--- config.mk ---
export PLATFORM = sky130hd
export DESIGN_NAME = irsa_range_bank
export DESIGN_NICKNAME = d
export VERILOG_FILES = /design/src/irsa_pkg.sv /design/src/irsa_range_apply.sv /design/src/irsa_range_bank.sv
export VERILOG_INCLUDE_DIRS = /design/src
export SDC_FILE = /design/constraint.sdc
export NUM_CORES = 1
export LEC_CHECK = 0
export BUFFER_PORTS_ARGS = -buffer_cell sky130_fd_sc_hd__buf_2
export CORE_MARGIN = 3
export CORE_UTILIZATION = 36
export DETAILED_ROUTE_END_ITERATION = 8
export PLACE_DENSITY_LB_ADDON = 0.25
export SLEW_MARGIN = 20
export SYNTH_ARGS = -nofsm -noshare
export SYNTH_HDL_FRONTEND = slang
export SYNTH_SLANG_ARGS = --single-unit
--- constraint.sdc ---
create_clock -name REF_CLK -period 5.8 [get_ports REF_CLK]
set_input_delay 0.29 -clock REF_CLK [delete_from_list [all_inputs] [get_ports REF_CLK]]
set_output_delay 0.29 -clock REF_CLK [all_outputs]
set_load 0.02 [all_outputs]
--- src/irsa_defines.svh ---
// Register offsets, field positions and reset values of the range bank.
// Notes on behaviour
// Low register index 0x04, resets 0x00ff.
// High register index 0x05, resets 0x00ff.
// Bits 15:9 address, bit 8 reserved zero; the code stores a lane 1 write into bit 8.
// Codes 00/11 10 V, 01 2.5 V, 10 5 V.
// Low register: inputs 0..3 in two-bit fields.
// High register: inputs 4..7 in two-bit fields.
// Fields reset to 3, all read/write.
// Each input picks one of three bipolar ranges.
// New setting applies from the next conversion.
`ifndef IRSA_DEFINES_SVH
`define IRSA_DEFINES_SVH

// Register indices; the byte address on the bus is four times the index.
`define IRSA_IDX_LOW 7'h04
`define IRSA_IDX_HIGH 7'h05
`define IRSA_ADDR_LOW 8'h10
`define IRSA_ADDR_HIGH 8'h14

// Field layout of a register word.
`define IRSA_ADDR_MSB 15
`define IRSA_ADDR_LSB 9
`define IRSA_RSVD_BIT 8
`define IRSA_FIELD_W 2
`define IRSA_FIELDS_PER_REG 4

// Reset values.
`define IRSA_RESET_FIELDS 8'hff
`define IRSA_RESET_RSVD 1'h0

// Bus answers.
`define IRSA_RESP_OKAY 2'h0
`define IRSA_RESP_SLVERR 2'h2

`endif

--- src/irsa_pkg.sv ---
// Types shared by the range bank modules.
package irsa_pkg;

	// Two-bit range code of one input.
	typedef enum logic [1:0] {
		IRSA_RANGE_10V_A = 2'h0,
		IRSA_RANGE_2V5 = 2'h1,
		IRSA_RANGE_5V = 2'h2,
		IRSA_RANGE_10V_B = 2'h3
	} irsa_range_t;

endpackage

--- src/irsa_range_apply.sv ---
// Snapshot and decode of the range codes used by the converter.
`timescale 1ns/1ps
`include "irsa_defines.svh"

module irsa_range_apply
	import irsa_pkg::*;
#(
	parameter int NUM_INPUTS = 8
) (
	// Clock and reset.
	input wire logic clk,
	input wire logic rst,
	// Live settings and conversion start.
	input wire logic [2*NUM_INPUTS-1:0] codes,
	input wire logic load,
	// Applied settings, one-hot per input.
	output logic [NUM_INPUTS-1:0] sel_10v,
	output logic [NUM_INPUTS-1:0] sel_5v,
	output logic [NUM_INPUTS-1:0] sel_2v5
);

	genvar i;
	generate
		for (i = 0; i < NUM_INPUTS; i++) begin : g_in
			irsa_range_t code;
			assign code = irsa_range_t'(codes[2*i +: 2]);
			// Settings are sampled only at a conversion start.
			always_ff @(posedge clk or posedge rst) begin
				if (rst) begin
					sel_10v[i] <= 1'b1;
					sel_5v[i] <= 1'b0;
					sel_2v5[i] <= 1'b0;
				end else if (load) begin
					unique case (code)
						IRSA_RANGE_10V_A, IRSA_RANGE_10V_B: begin
							sel_10v[i] <= 1'b1;
							sel_5v[i] <= 1'b0;
							sel_2v5[i] <= 1'b0;
						end
						IRSA_RANGE_5V: begin
							sel_10v[i] <= 1'b0;
							sel_5v[i] <= 1'b1;
							sel_2v5[i] <= 1'b0;
						end
						IRSA_RANGE_2V5: begin
							sel_10v[i] <= 1'b0;
							sel_5v[i] <= 1'b0;
							sel_2v5[i] <= 1'b1;
						end
					endcase
				end
			end
		end
	endgenerate

endmodule

--- src/irsa_range_bank.sv ---
// Converter-A input range registers behind an AXI4-Lite slave.
//
// Decided for this implementation: the AXI4-Lite slave port.
`timescale 1ns/1ps
`include "irsa_defines.svh"

module irsa_range_bank
	import irsa_pkg::*;
#(
	parameter int NUM_INPUTS = 8
) (
	// Clock and reset.
	input wire logic REF_CLK,
	input wire logic RST,
	// AXI4-Lite write address.
	input wire logic [7:0] S_AXI_AWADDR,
	input wire logic S_AXI_AWVALID,
	output logic S_AXI_AWREADY,
	// AXI4-Lite write data.
	input wire logic [31:0] S_AXI_WDATA,
	input wire logic [3:0] S_AXI_WSTRB,
	input wire logic S_AXI_WVALID,
	output logic S_AXI_WREADY,
	// AXI4-Lite write response.
	output logic [1:0] S_AXI_BRESP,
	output logic S_AXI_BVALID,
	input wire logic S_AXI_BREADY,
	// AXI4-Lite read address.
	input wire logic [7:0] S_AXI_ARADDR,
	input wire logic S_AXI_ARVALID,
	output logic S_AXI_ARREADY,
	// AXI4-Lite read data.
	output logic [31:0] S_AXI_RDATA,
	output logic [1:0] S_AXI_RRESP,
	output logic S_AXI_RVALID,
	input wire logic S_AXI_RREADY,
	// Conversion side.
	input wire logic CONV_START,
	output logic [NUM_INPUTS-1:0] RANGE_10V,
	output logic [NUM_INPUTS-1:0] RANGE_5V,
	output logic [NUM_INPUTS-1:0] RANGE_2V5
);

	// Stored register contents.
	logic [7:0] range_low;
	logic [7:0] range_high;
	logic rsvd_low;
	logic rsvd_high;

	// Write channel holding state.
	logic aw_held;
	logic w_held;
	logic [7:0] aw_addr;
	logic [31:0] w_data;
	logic [3:0] w_strb;
	logic do_write;

	// Read path.
	logic [31:0] next_rdata;
	logic [1:0] next_rresp;

	// A channel is ready while nothing of its kind is held and no response of its kind is pending.
	assign S_AXI_AWREADY = !aw_held && !S_AXI_BVALID;
	assign S_AXI_WREADY = !w_held && !S_AXI_BVALID;
	assign S_AXI_ARREADY = !S_AXI_RVALID;
	assign do_write = aw_held && w_held && !S_AXI_BVALID;

	// Address and data are taken in either order and held until both exist.
	always_ff @(posedge REF_CLK or posedge RST) begin
		if (RST) begin
			aw_held <= 1'b0;
			w_held <= 1'b0;
			aw_addr <= 8'h00;
			w_data <= 32'h0;
			w_strb <= 4'h0;
		end else if (do_write) begin
			aw_held <= 1'b0;
			w_held <= 1'b0;
		end else begin
			if (S_AXI_AWVALID && S_AXI_AWREADY) begin
				aw_held <= 1'b1;
				aw_addr <= S_AXI_AWADDR;
			end
			if (S_AXI_WVALID && S_AXI_WREADY) begin
				w_held <= 1'b1;
				w_data <= S_AXI_WDATA;
				w_strb <= S_AXI_WSTRB;
			end
		end
	end

	// Write response one cycle after both halves are present.
	always_ff @(posedge REF_CLK or posedge RST) begin
		if (RST) begin
			S_AXI_BVALID <= 1'b0;
			S_AXI_BRESP <= `IRSA_RESP_OKAY;
		end else if (do_write) begin
			S_AXI_BVALID <= 1'b1;
			if (aw_addr[7:2] == `IRSA_ADDR_LOW >> 2 ||
				aw_addr[7:2] == `IRSA_ADDR_HIGH >> 2) begin
				S_AXI_BRESP <= `IRSA_RESP_OKAY;
			end else begin
				S_AXI_BRESP <= `IRSA_RESP_SLVERR;
			end
		end else if (S_AXI_BREADY) begin
			S_AXI_BVALID <= 1'b0;
		end
	end

	// Range fields; byte lane 0 holds the fields, lane 1 the reserved bit.
	always_ff @(posedge REF_CLK or posedge RST) begin
		if (RST) begin
			range_low <= `IRSA_RESET_FIELDS;
			range_high <= `IRSA_RESET_FIELDS;
			rsvd_low <= `IRSA_RESET_RSVD;
			rsvd_high <= `IRSA_RESET_RSVD;
		end else if (do_write) begin
			if (aw_addr[7:2] == `IRSA_ADDR_LOW >> 2) begin
				if (w_strb[0]) begin
					range_low <= w_data[7:0];
				end
				if (w_strb[1]) begin
					rsvd_low <= w_data[`IRSA_RSVD_BIT];
				end
			end
			if (aw_addr[7:2] == `IRSA_ADDR_HIGH >> 2) begin
				if (w_strb[0]) begin
					range_high <= w_data[7:0];
				end
				if (w_strb[1]) begin
					rsvd_high <= w_data[`IRSA_RSVD_BIT];
				end
			end
		end
	end

	// Read word: the register index sits in bits 15:9.
	always_comb begin
		next_rdata = 32'h0;
		next_rresp = `IRSA_RESP_OKAY;
		if (S_AXI_ARADDR[7:2] == `IRSA_ADDR_LOW >> 2) begin
			next_rdata[15:0] = {`IRSA_IDX_LOW, rsvd_low, range_low};
		end else if (S_AXI_ARADDR[7:2] == `IRSA_ADDR_HIGH >> 2) begin
			next_rdata[15:0] = {`IRSA_IDX_HIGH, rsvd_high, range_high};
		end else begin
			next_rresp = `IRSA_RESP_SLVERR;
		end
	end

	// Read answer one cycle after the address is taken.
	always_ff @(posedge REF_CLK or posedge RST) begin
		if (RST) begin
			S_AXI_RVALID <= 1'b0;
			S_AXI_RDATA <= 32'h0;
			S_AXI_RRESP <= `IRSA_RESP_OKAY;
		end else if (S_AXI_ARVALID && S_AXI_ARREADY) begin
			S_AXI_RVALID <= 1'b1;
			S_AXI_RDATA <= next_rdata;
			S_AXI_RRESP <= next_rresp;
		end else if (S_AXI_RREADY) begin
			S_AXI_RVALID <= 1'b0;
		end
	end

	// Applied ranges change only at a conversion start.
	irsa_range_apply #(
		.NUM_INPUTS(NUM_INPUTS)
	) u_apply (
		.clk(REF_CLK),
		.rst(RST),
		.codes({range_high, range_low}),
		.load(CONV_START),
		.sel_10v(RANGE_10V),
		.sel_5v(RANGE_5V),
		.sel_2v5(RANGE_2V5)
	);

endmodule

# == Word level (Yosys, flattened, before mapping) ==
# Cells that the tools add are included.
# word_totals
ff_bits,85
output_inout_bits,65
wordCells,166
# classes
eq_ne,28
muxes,37
n_bitwise,1
reduce_logical,62
# op_table
cell,n
1-bit case mux with 2 select lines,24
3-bit OR reduction,16
"2-bit == test, second input constant",16
2-bit OR reduction,16
"6-bit by 3-bit == test with 1-bit output, second input constant",4
12-bit two-way mux,2
"2-bit by 1-bit == test with 1-bit output, second input constant",8
2-bit logical NOT,8
3-bit AND reduction,4
1-bit two-way mux,8
2-bit nonzero test,4
1-bit logical AND,7
2-bit two-way mux,3
1-bit logical NOT,4
2-bit AND reduction,2
1-bit logical OR,1
1-bit inverter,1

# == Depth between registers and ports, before layout ==
# Gate-level depths: netlist of run 1.
# depth
word_depth,5
mapped_depth,5
depth_no_buf,3

# == Cells and area by module ==
# Synthesis of run 1 repeated with hierarchy kept, for this count alone.
# unflattened
cells_unflattened,267
hier_area_um2,3609.7
# by_module_without_submodules
module,instances,cells_per_inst,area_per_inst_um2
irsa_range_bank,1,183,2338.5
irsa_range_apply,1,84,1271.2

# == Worst setup path before layout of run 1 ==
# Ideal clock, no wire load.
# synth_path
path_type,reg-to-reg
start,register S_AXI_BVALID
end,register range_low[0]
setup_ps,82
arrival_ps,1826
required_time_ps,5718
path_slack_ps,3891
stages_incl_launch_ff,5
n_path_buf,1
period_less_slack_ps,1909
path_cell_list,dfrtp_1 -> nand3b_1 -> or4_4 -> buf_6 -> mux2_4
# synth_between
elab_chain_len,3
# synth_rtl
item,line_no,text
from (decl),irsa_range_bank.sv:26,"output logic S_AXI_BVALID,"
from (signal assigned),irsa_range_bank.sv:95,S_AXI_BVALID <= 1'b0;
from (signal assigned),irsa_range_bank.sv:98,S_AXI_BVALID <= 1'b1;
from (signal assigned),irsa_range_bank.sv:106,S_AXI_BVALID <= 1'b0;
1-bit logical NOT,irsa_range_bank.sv:66,assign do_write = aw_held && w_held && !S_AXI_BVALID;
1-bit logical AND,irsa_range_bank.sv:66,
3-bit AND reduction (no line),-,
to (signal assigned),irsa_range_bank.sv:113,range_low <= `IRSA_RESET_FIELDS;
to (signal assigned),irsa_range_bank.sv:120,range_low <= w_data[7:0];
to (decl),irsa_range_bank.sv:45,logic [7:0] range_low;
# No other way between the ends.
# A chain may end at the register's enable or synchronous reset.

# == Worst setup path in the final report of run 1 ==
# layout_path
start,register S_AXI_BVALID
end,register range_high[2]
# layout_between
elab_chain_len,3
# layout_rtl
item,line_no,text
1-bit logical NOT,irsa_range_bank.sv:66,
1-bit logical AND,irsa_range_bank.sv:66,
3-bit AND reduction (no line),-,
to (signal assigned),irsa_range_bank.sv:114,range_high <= `IRSA_RESET_FIELDS;
to (signal assigned),irsa_range_bank.sv:128,range_high <= w_data[7:0];
to (decl),irsa_range_bank.sv:46,logic [7:0] range_high;
# No other way between the ends.

==> metrics, run 1 <==
clock power share 0.205; switching power 0.584 mW; quantity of hold-fixing buffers added after cts 0; die span in y 105 microns; final clock skew 0.00820 ns; n_diodes 0; Critical Path, Cell by Cell nand3b_1 > nor4_4 > mux2_2; total via count after detailed routing 2099; sum of negative setup slack 0 ns; Max transition margin 0.367; fraction of the mapped netlist area in compound gates 0.0312; maximum fanout along the worst path 8; post-synthesis instance area 3520 sq um; unrepaired setup endpoints after global routing no; Pleak 1.98 nW; internal power summed over all cells 1.17 mW; count of buffering cells on the critical path with inverters included 0; Worst EP arrival 2.27 ns; Slew Limit Fails 0; Cells after Synth 266; number of buffer cells added on primary ports 72; relative contribution of combinational cells to total power 0.305; root buffer cell clkbuf_8; total clock buffers created by CTS 9; number of failing setup endpoints in the final timing report 0; number of antenna violations at the first check in global routing 0; Min-Delay Path Class in -> reg; xor/xnor cell area share of the yosys netlist 0; net switching fraction of the power 0.332; max frequency 0.501 GHz; Placer Congestion 0.683; power density over the cells 430 nW/um^2; path length in cells of the critical path 3; die area 11000 sq um; peak per-stage delay on the critical path 0.71 ns; result of the run complete, no violations; Overflow after GRT 0; number of iterations in the first detailed-routing pass 3; number of failing hold endpoints at the final stage 0; buffer levels on the longest clock path 2; critical path class reg -> reg; first-pass GRT wire length 11200 microns; utilization of the core after routing 0.435; horizontal die dimension 105 microns; DRC violations left 0; FF-to-FF path depth 3; post-synthesis simple-gate area fraction 0.0493; Total Power Consumption 1.76 mW; maximum number of pins on one net before global-route repair 77; overall global routing resource usage 0.129; synthesized-area fraction occupied by adder cells 0.0568; via-per-instance ratio 4.47; Setup Buffers After CTS 0; Core Area 9370 sq um; number of stages on the worst hold path 2; library cells used by synthesis 27; number of nets with antenna violations after routing 0; number of filler cells placed in the layout 934; final layout net count 412; clock tree from TritonCTS done; clock input transition at the sequential cells of the worst setup and hold paths 0.08 ns; DR WL/cell 13.9 microns; slowest stage cell, crit path nor4_4; dominant combinational cell family by area after synthesis multiplexers; sort of element at the start of the critical path flip-flop; Clk Latency, worst-skew pair 0.34 ns; post-synthesis average cell area 13.3 sq um; type of element capturing the critical path flip-flop; number of warnings issued by yosys 0; violation count after the first detailed-route iteration 70; portion of the post-synthesis area used by sequential elements 0.548; Final Instance Count excl. Fillers 470; placed cells 454; required time of the critical path 6.07 ns; ratio of final minimum period to clock period 0.344; final critical path time including I/O delays and setup 2.00 ns; CTS H-Tree Depth 3; IO Pins 125; number of clock sinks seen by CTS 76; count of maximum capacitance violations 0; slew at the pin with the worst max-slew slack 0.950 ns; detailed placement HPWL 4670 microns; standard-cell rows 35; fraction of layout instances using a drive strength above 1 0.510; Detailed Route WL 6550 microns; Yosys reg bits 76; share of synthesized area spent on multiplexers 0.226; starting density of the core 0.376; area delta synth->final 15.7%; share of total power in sequential cells 0.491; PostCTS Resize Cnt 0; vias in the first global route 2212; maximum vdd ir drop 228 uV; family with the most delay on the worst path simple AND/OR/NAND/NOR gates
cell usage in the layout, fill, tap and decap left out:
cell type,instances
nand3b_1,1
clkbuf_8,11
buf_4,1
clkinv_2,2
nand2b_1,3
mux2_2,52
nand2_1,15
nor3_1,1
dfrtp_1,52
nor4_1,3
nor4_4,1
or3b_1,1
o21ai_0,3
mux2i_1,9
mux2_4,8
inv_2,1
ha_1,16
inv_1,20
or2_2,1
buf_2,72
clkbuf_1,3
or4_4,1
nor2_1,2
o31ai_1,10
a21oi_1,1
and2_1,2
conb_1,23
a21o_1,2
dfstp_2,24
Yosys cell counts, drive strengths merged:
master,number,area [sq um]
inv,21,78.8
conb,1,3.75
nor3,1,5.00
o31ai,10,75.1
or3b,1,8.76
nand2,15,56.3
a21o,2,15.0
clkbuf,12,46.3
dfrtp,52,1300
nand2b,3,18.8
mux2i,9,90.1
nor2,2,7.51
dfstp,24,631
nand3b,1,7.51
nor4,4,40.0
mux2,60,706
or4,1,11.3
and2,2,12.5
buf,24,184
o21ai,3,15.0
or2,1,6.26
ha,16,200
a21oi,1,5.00
flip-flops by register name, indices dropped and copies added (netlist names), 2 cells and up:
register	count
S_AXI_RDATA	11
w_data	9
range_high	8
range_low	8
u_apply.sel_10v	8
u_apply.sel_2v5	8
u_apply.sel_5v	8
aw_addr	6
w_strb	2
cells by family (layout without fill, tap and decap cells):
logic type      after synthesis  in the layout
compound gates               16             16
fa+ha+maj                    16             16
buf+inv                      57            110
flops                        76             76
mux                          69             69
other cells                   1             23
simple gates                 31             31
final cells by class:
class / instances / area, sq um / area share
Sequential cell: 76 / 1930 / 0.474
Multi-Input combinational cell: 155 / 1370 / 0.335
Timing Repair Buffer: 73 / 368 / 0.0902
Clock buffer: 14 / 163 / 0.0399
Tap cell: 129 / 161 / 0.0396
Inverter: 21 / 78.8 / 0.0193
Clock inverter: 2 / 10.0 / 0.00245
per-stage QoR:
stage,instance area [sq um],setup WS (ns),hold slack (ns)
global route,4080,3.69,0.118
floorplan,3610,3.61,0.386
global placement,3910,3.85,0.458
finish,4080,3.80,0.124
detailed placement,3910,3.81,0.463
CTS,4080,3.78,0.113
power groups by stage:
stage	Sequential (mW)	Combinational (mW)	Clock (mW)
after CTS	0.865	0.548	0.374
after floorplan	0.909	0.351	0
after global routing	0.897	0.600	0.400
after detailed placement	0.874	0.546	0
after global placement	0.867	0.529	0
final	0.861	0.536	0.359
worst reg2reg max path: stages (launching register included):
cell      delay [ns]
dfrtp_1         0.43
nand3b_1        0.38
nor4_4          0.71
mux2_2          0.41
path summary, 6_finish.rpt:
kind                           startpoint                 to  slack, ns
max                          S_AXI_BVALID      range_high[2]       3.80
min                          S_AXI_RREADY       S_AXI_RVALID       0.12
max reg2reg                  S_AXI_BVALID      range_high[2]       3.80
min reg2reg                S_AXI_RDATA[6]     S_AXI_RDATA[6]       0.47
max in group asynchronous             RST  u_apply.sel_5v[1]       4.96
min in group asynchronous             RST          w_data[5]       0.24
metal layers:
metal,vias up,GRT usage,wire [microns]
met5,-,0,0
met4,0,0.0450,95
met3,9,0.0463,480
met2,72,0.195,2940
met1,1023,0.172,3030
li1,995,-,-
Power figures use the tool's default switching activity.
==> inputs of run 2 (changes only) <==
==> constraint.sdc (replaced) <==
create_clock -name REF_CLK -period 1.63 [get_ports REF_CLK]
set_input_delay 0.0815 -clock REF_CLK [delete_from_list [all_inputs] [get_ports REF_CLK]]
set_output_delay 0.0815 -clock REF_CLK [all_outputs]
set_load 0.02 [all_outputs]
==> run 2 against run 1 <==
Effect of this change: the run now ends with setup timing left; design area up 11%; fmax is 11% higher; count of clock-buffer cells in the layout is 1 higher; die area unchanged; combinational power grew to 4.2 times the previous value; largest power group unchanged.
==> metrics, run 2 (synthesis results as in run 1) <==
total via count after detailed routing 2169 (+3.3%); WHS 0.144 ns (+0.0197 ns); Setup Buffers After CTS 0 (unchanged); number of nets with antenna violations after routing 0 (unchanged); fraction of layout instances using a drive strength above 1 0.516 (+0.00578); end point of the worst hold path S_AXI_RDATA[9]; count of maximum capacitance violations 0 (unchanged); DP Area 4090 sq um (+4.6%); max frequency 0.558 GHz (+11%); DRC violations left 0 (unchanged); required time of the critical path 1.90 ns (-4.17 ns); standard-cell rows 35 (unchanged); sort of element at the start of the critical path flip-flop; Detailed Route WL 6900 microns (+5.3%); r2r setup slk -0.16 ns (-3.96 ns); CTS H-Tree Depth 3 (unchanged); critical path class reg -> reg; n_diodes 0 (unchanged); number of iterations in the first detailed-routing pass 3 (unchanged); Placer Congestion 0.723 (+5.8%); root buffer cell clkbuf_8; number of clock sinks seen by CTS 76 (unchanged); result of the run complete, but fails checks; violated checks setup timing; final clock skew 0.0128 ns (+0.00457 ns); via-per-instance ratio 4.31 (-3.4%); IO Pins 125 (unchanged); number of failing setup endpoints in the final timing report 16 (+16); overall global routing resource usage 0.133 (+0.00385); maximum number of pins on one net before global-route repair 34 (-56%); power density over the cells 1510 nW/um^2 (+250%); starting density of the core 0.376 (unchanged); Core Area 9370 sq um (unchanged); detailed placement HPWL 4900 microns (+5.1%); die area 11000 sq um (unchanged); Largest Register S_AXI_RDATA; first-pass GRT wire length 11500 microns (+3.1%); Slew Limit Fails 0 (unchanged); minimum setup slack in the final design -0.161 ns (-3.96 ns); number of stages on the worst hold path 3 (+1); FF-to-FF End range_low[6]; Min-Delay Path Class in -> reg; area delta synth->final 28.8%; Worst EP arrival 2.06 ns (-0.21 ns); Pleak 2.17 nW (+9.8%); clock tree from TritonCTS done; unrepaired setup endpoints after global routing yes; final layout net count 445 (+8.0%); number of failing hold endpoints at the final stage 0 (unchanged); slew at the pin with the worst max-slew slack 0.598 ns (-0.351 ns); post-route standard cell area excluding fillers 4540 sq um (+11%); Overflow after GRT 0 (unchanged); maximum fanout along the worst path 8 (unchanged); buffer levels on the longest clock path 2 (unchanged); vias in the first global route 2246 (+1.5%); final critical path time including I/O delays and setup 1.79 ns (-0.206 ns); leading cell type in the layout, fill and taps excluded buf_2; number of buffer cells added on primary ports 72 (unchanged); horizontal die dimension 105 microns (unchanged); clock input transition at the sequential cells of the worst setup and hold paths 0.08 ns (about the same); Max transition margin 0.601 (+0.234); DR WL/cell 13.7 microns (-1.6%); Clk Latency, worst-skew pair 0.35 ns (about the same); total clock buffers created by CTS 9 (unchanged); origin of the critical flop-to-flop path aw_addr[5]; FF-to-FF path depth 3 (unchanged); commonest non-fill, non-tap cells in the layout buf_2 (72), dfrtp_1 (51), mux2_2 (44), dfstp_2 (24), conb_1 (23); source of the worst hold timing path S_AXI_ARADDR[2]; number of antenna violations at the first check in global routing 0 (unchanged); type of element capturing the critical path flip-flop; max reg flops 11 (unchanged); top flop regs S_AXI_RDATA x11, w_data x9; violation count after the first detailed-route iteration 89 (+27%); ratio of final minimum period to clock period 1.10 (+0.754); die span in y 105 microns (unchanged); number of filler cells placed in the layout 884 (-5.4%); maximum vdd ir drop 669 uV (+190%)
run 2: power breakdown:
| group | internal [mW] | switching, mW |
|---|---|---|
| logic | 1.17 | 1.10 |
| clock network | 0.837 | 0.658 |
| registers | 2.62 | 0.450 |
| total | 4.63 | 2.21 |
run 2: repair_timing:
item                                   in CTS  in global routing
setup endpoints to repair                  18                 18
endpoints found under the hold margin      37                  0
pin swaps                                   1                  1
hold buffers                               20                  0
resized for setup                           6                  3
run 2: final cells by class:
cell class | count | area, sq um | area share
inverter | 21 | 82.6 | 0.0182
timing repair buffer | 106 | 719 | 0.158
sequential | 76 | 1930 | 0.426
clock buffer | 15 | 176 | 0.0389
tap | 129 | 161 | 0.0356
clock inverter | 1 | 30.0 | 0.00662
multi-input combinational | 155 | 1440 | 0.316
run 2: how the worst max path moves through the flow:
stage | start | endpoint | slack, ns | depth (start not counted)
floorplan | aw_addr[5] | range_low[0] | -0.22 | 5
global placement | aw_addr[5] | range_low[3] | -0.12 | 3
CTS | aw_addr[5] | range_low[6] | -0.16 | 3
finish | aw_addr[5] | range_low[6] | -0.16 | 3
global route | aw_addr[5] | range_low[6] | -0.19 | 3
detailed placement | aw_addr[5] | range_low[3] | -0.14 | 3
run 2: worst max-delay path, cell delays in order, from the launching register on:
cell and delay, ns:
dfrtp_1 0.38, or3b_4 0.39, or4_4 0.60, mux2_4 0.33
run 2: layer usage:
metal,part of all wire,routed length [microns],vias up,track usage
met4,0.018,127,0,0.0590
met5,0,0,-,0
met2,0.44,3070,67,0.194
met1,0.48,3330,1031,0.187
met3,0.054,370,12,0.0327
li1,-,-,1059,-
run 2: stage by stage:
step                      std cells  total power, mW  TNS [ns]  setup slack, ns   util
final                           503             6.84     -1.72           -0.161  0.484
after global routing            503             7.31     -2.61           -0.192  0.484
after detailed placement        467             5.29     -1.99           -0.137  0.436
after floorplan                 288             4.54     -3.16           -0.222      -
after global placement          467             5.23     -1.82           -0.123  0.436
after CTS                       503             6.91     -1.74           -0.161  0.483
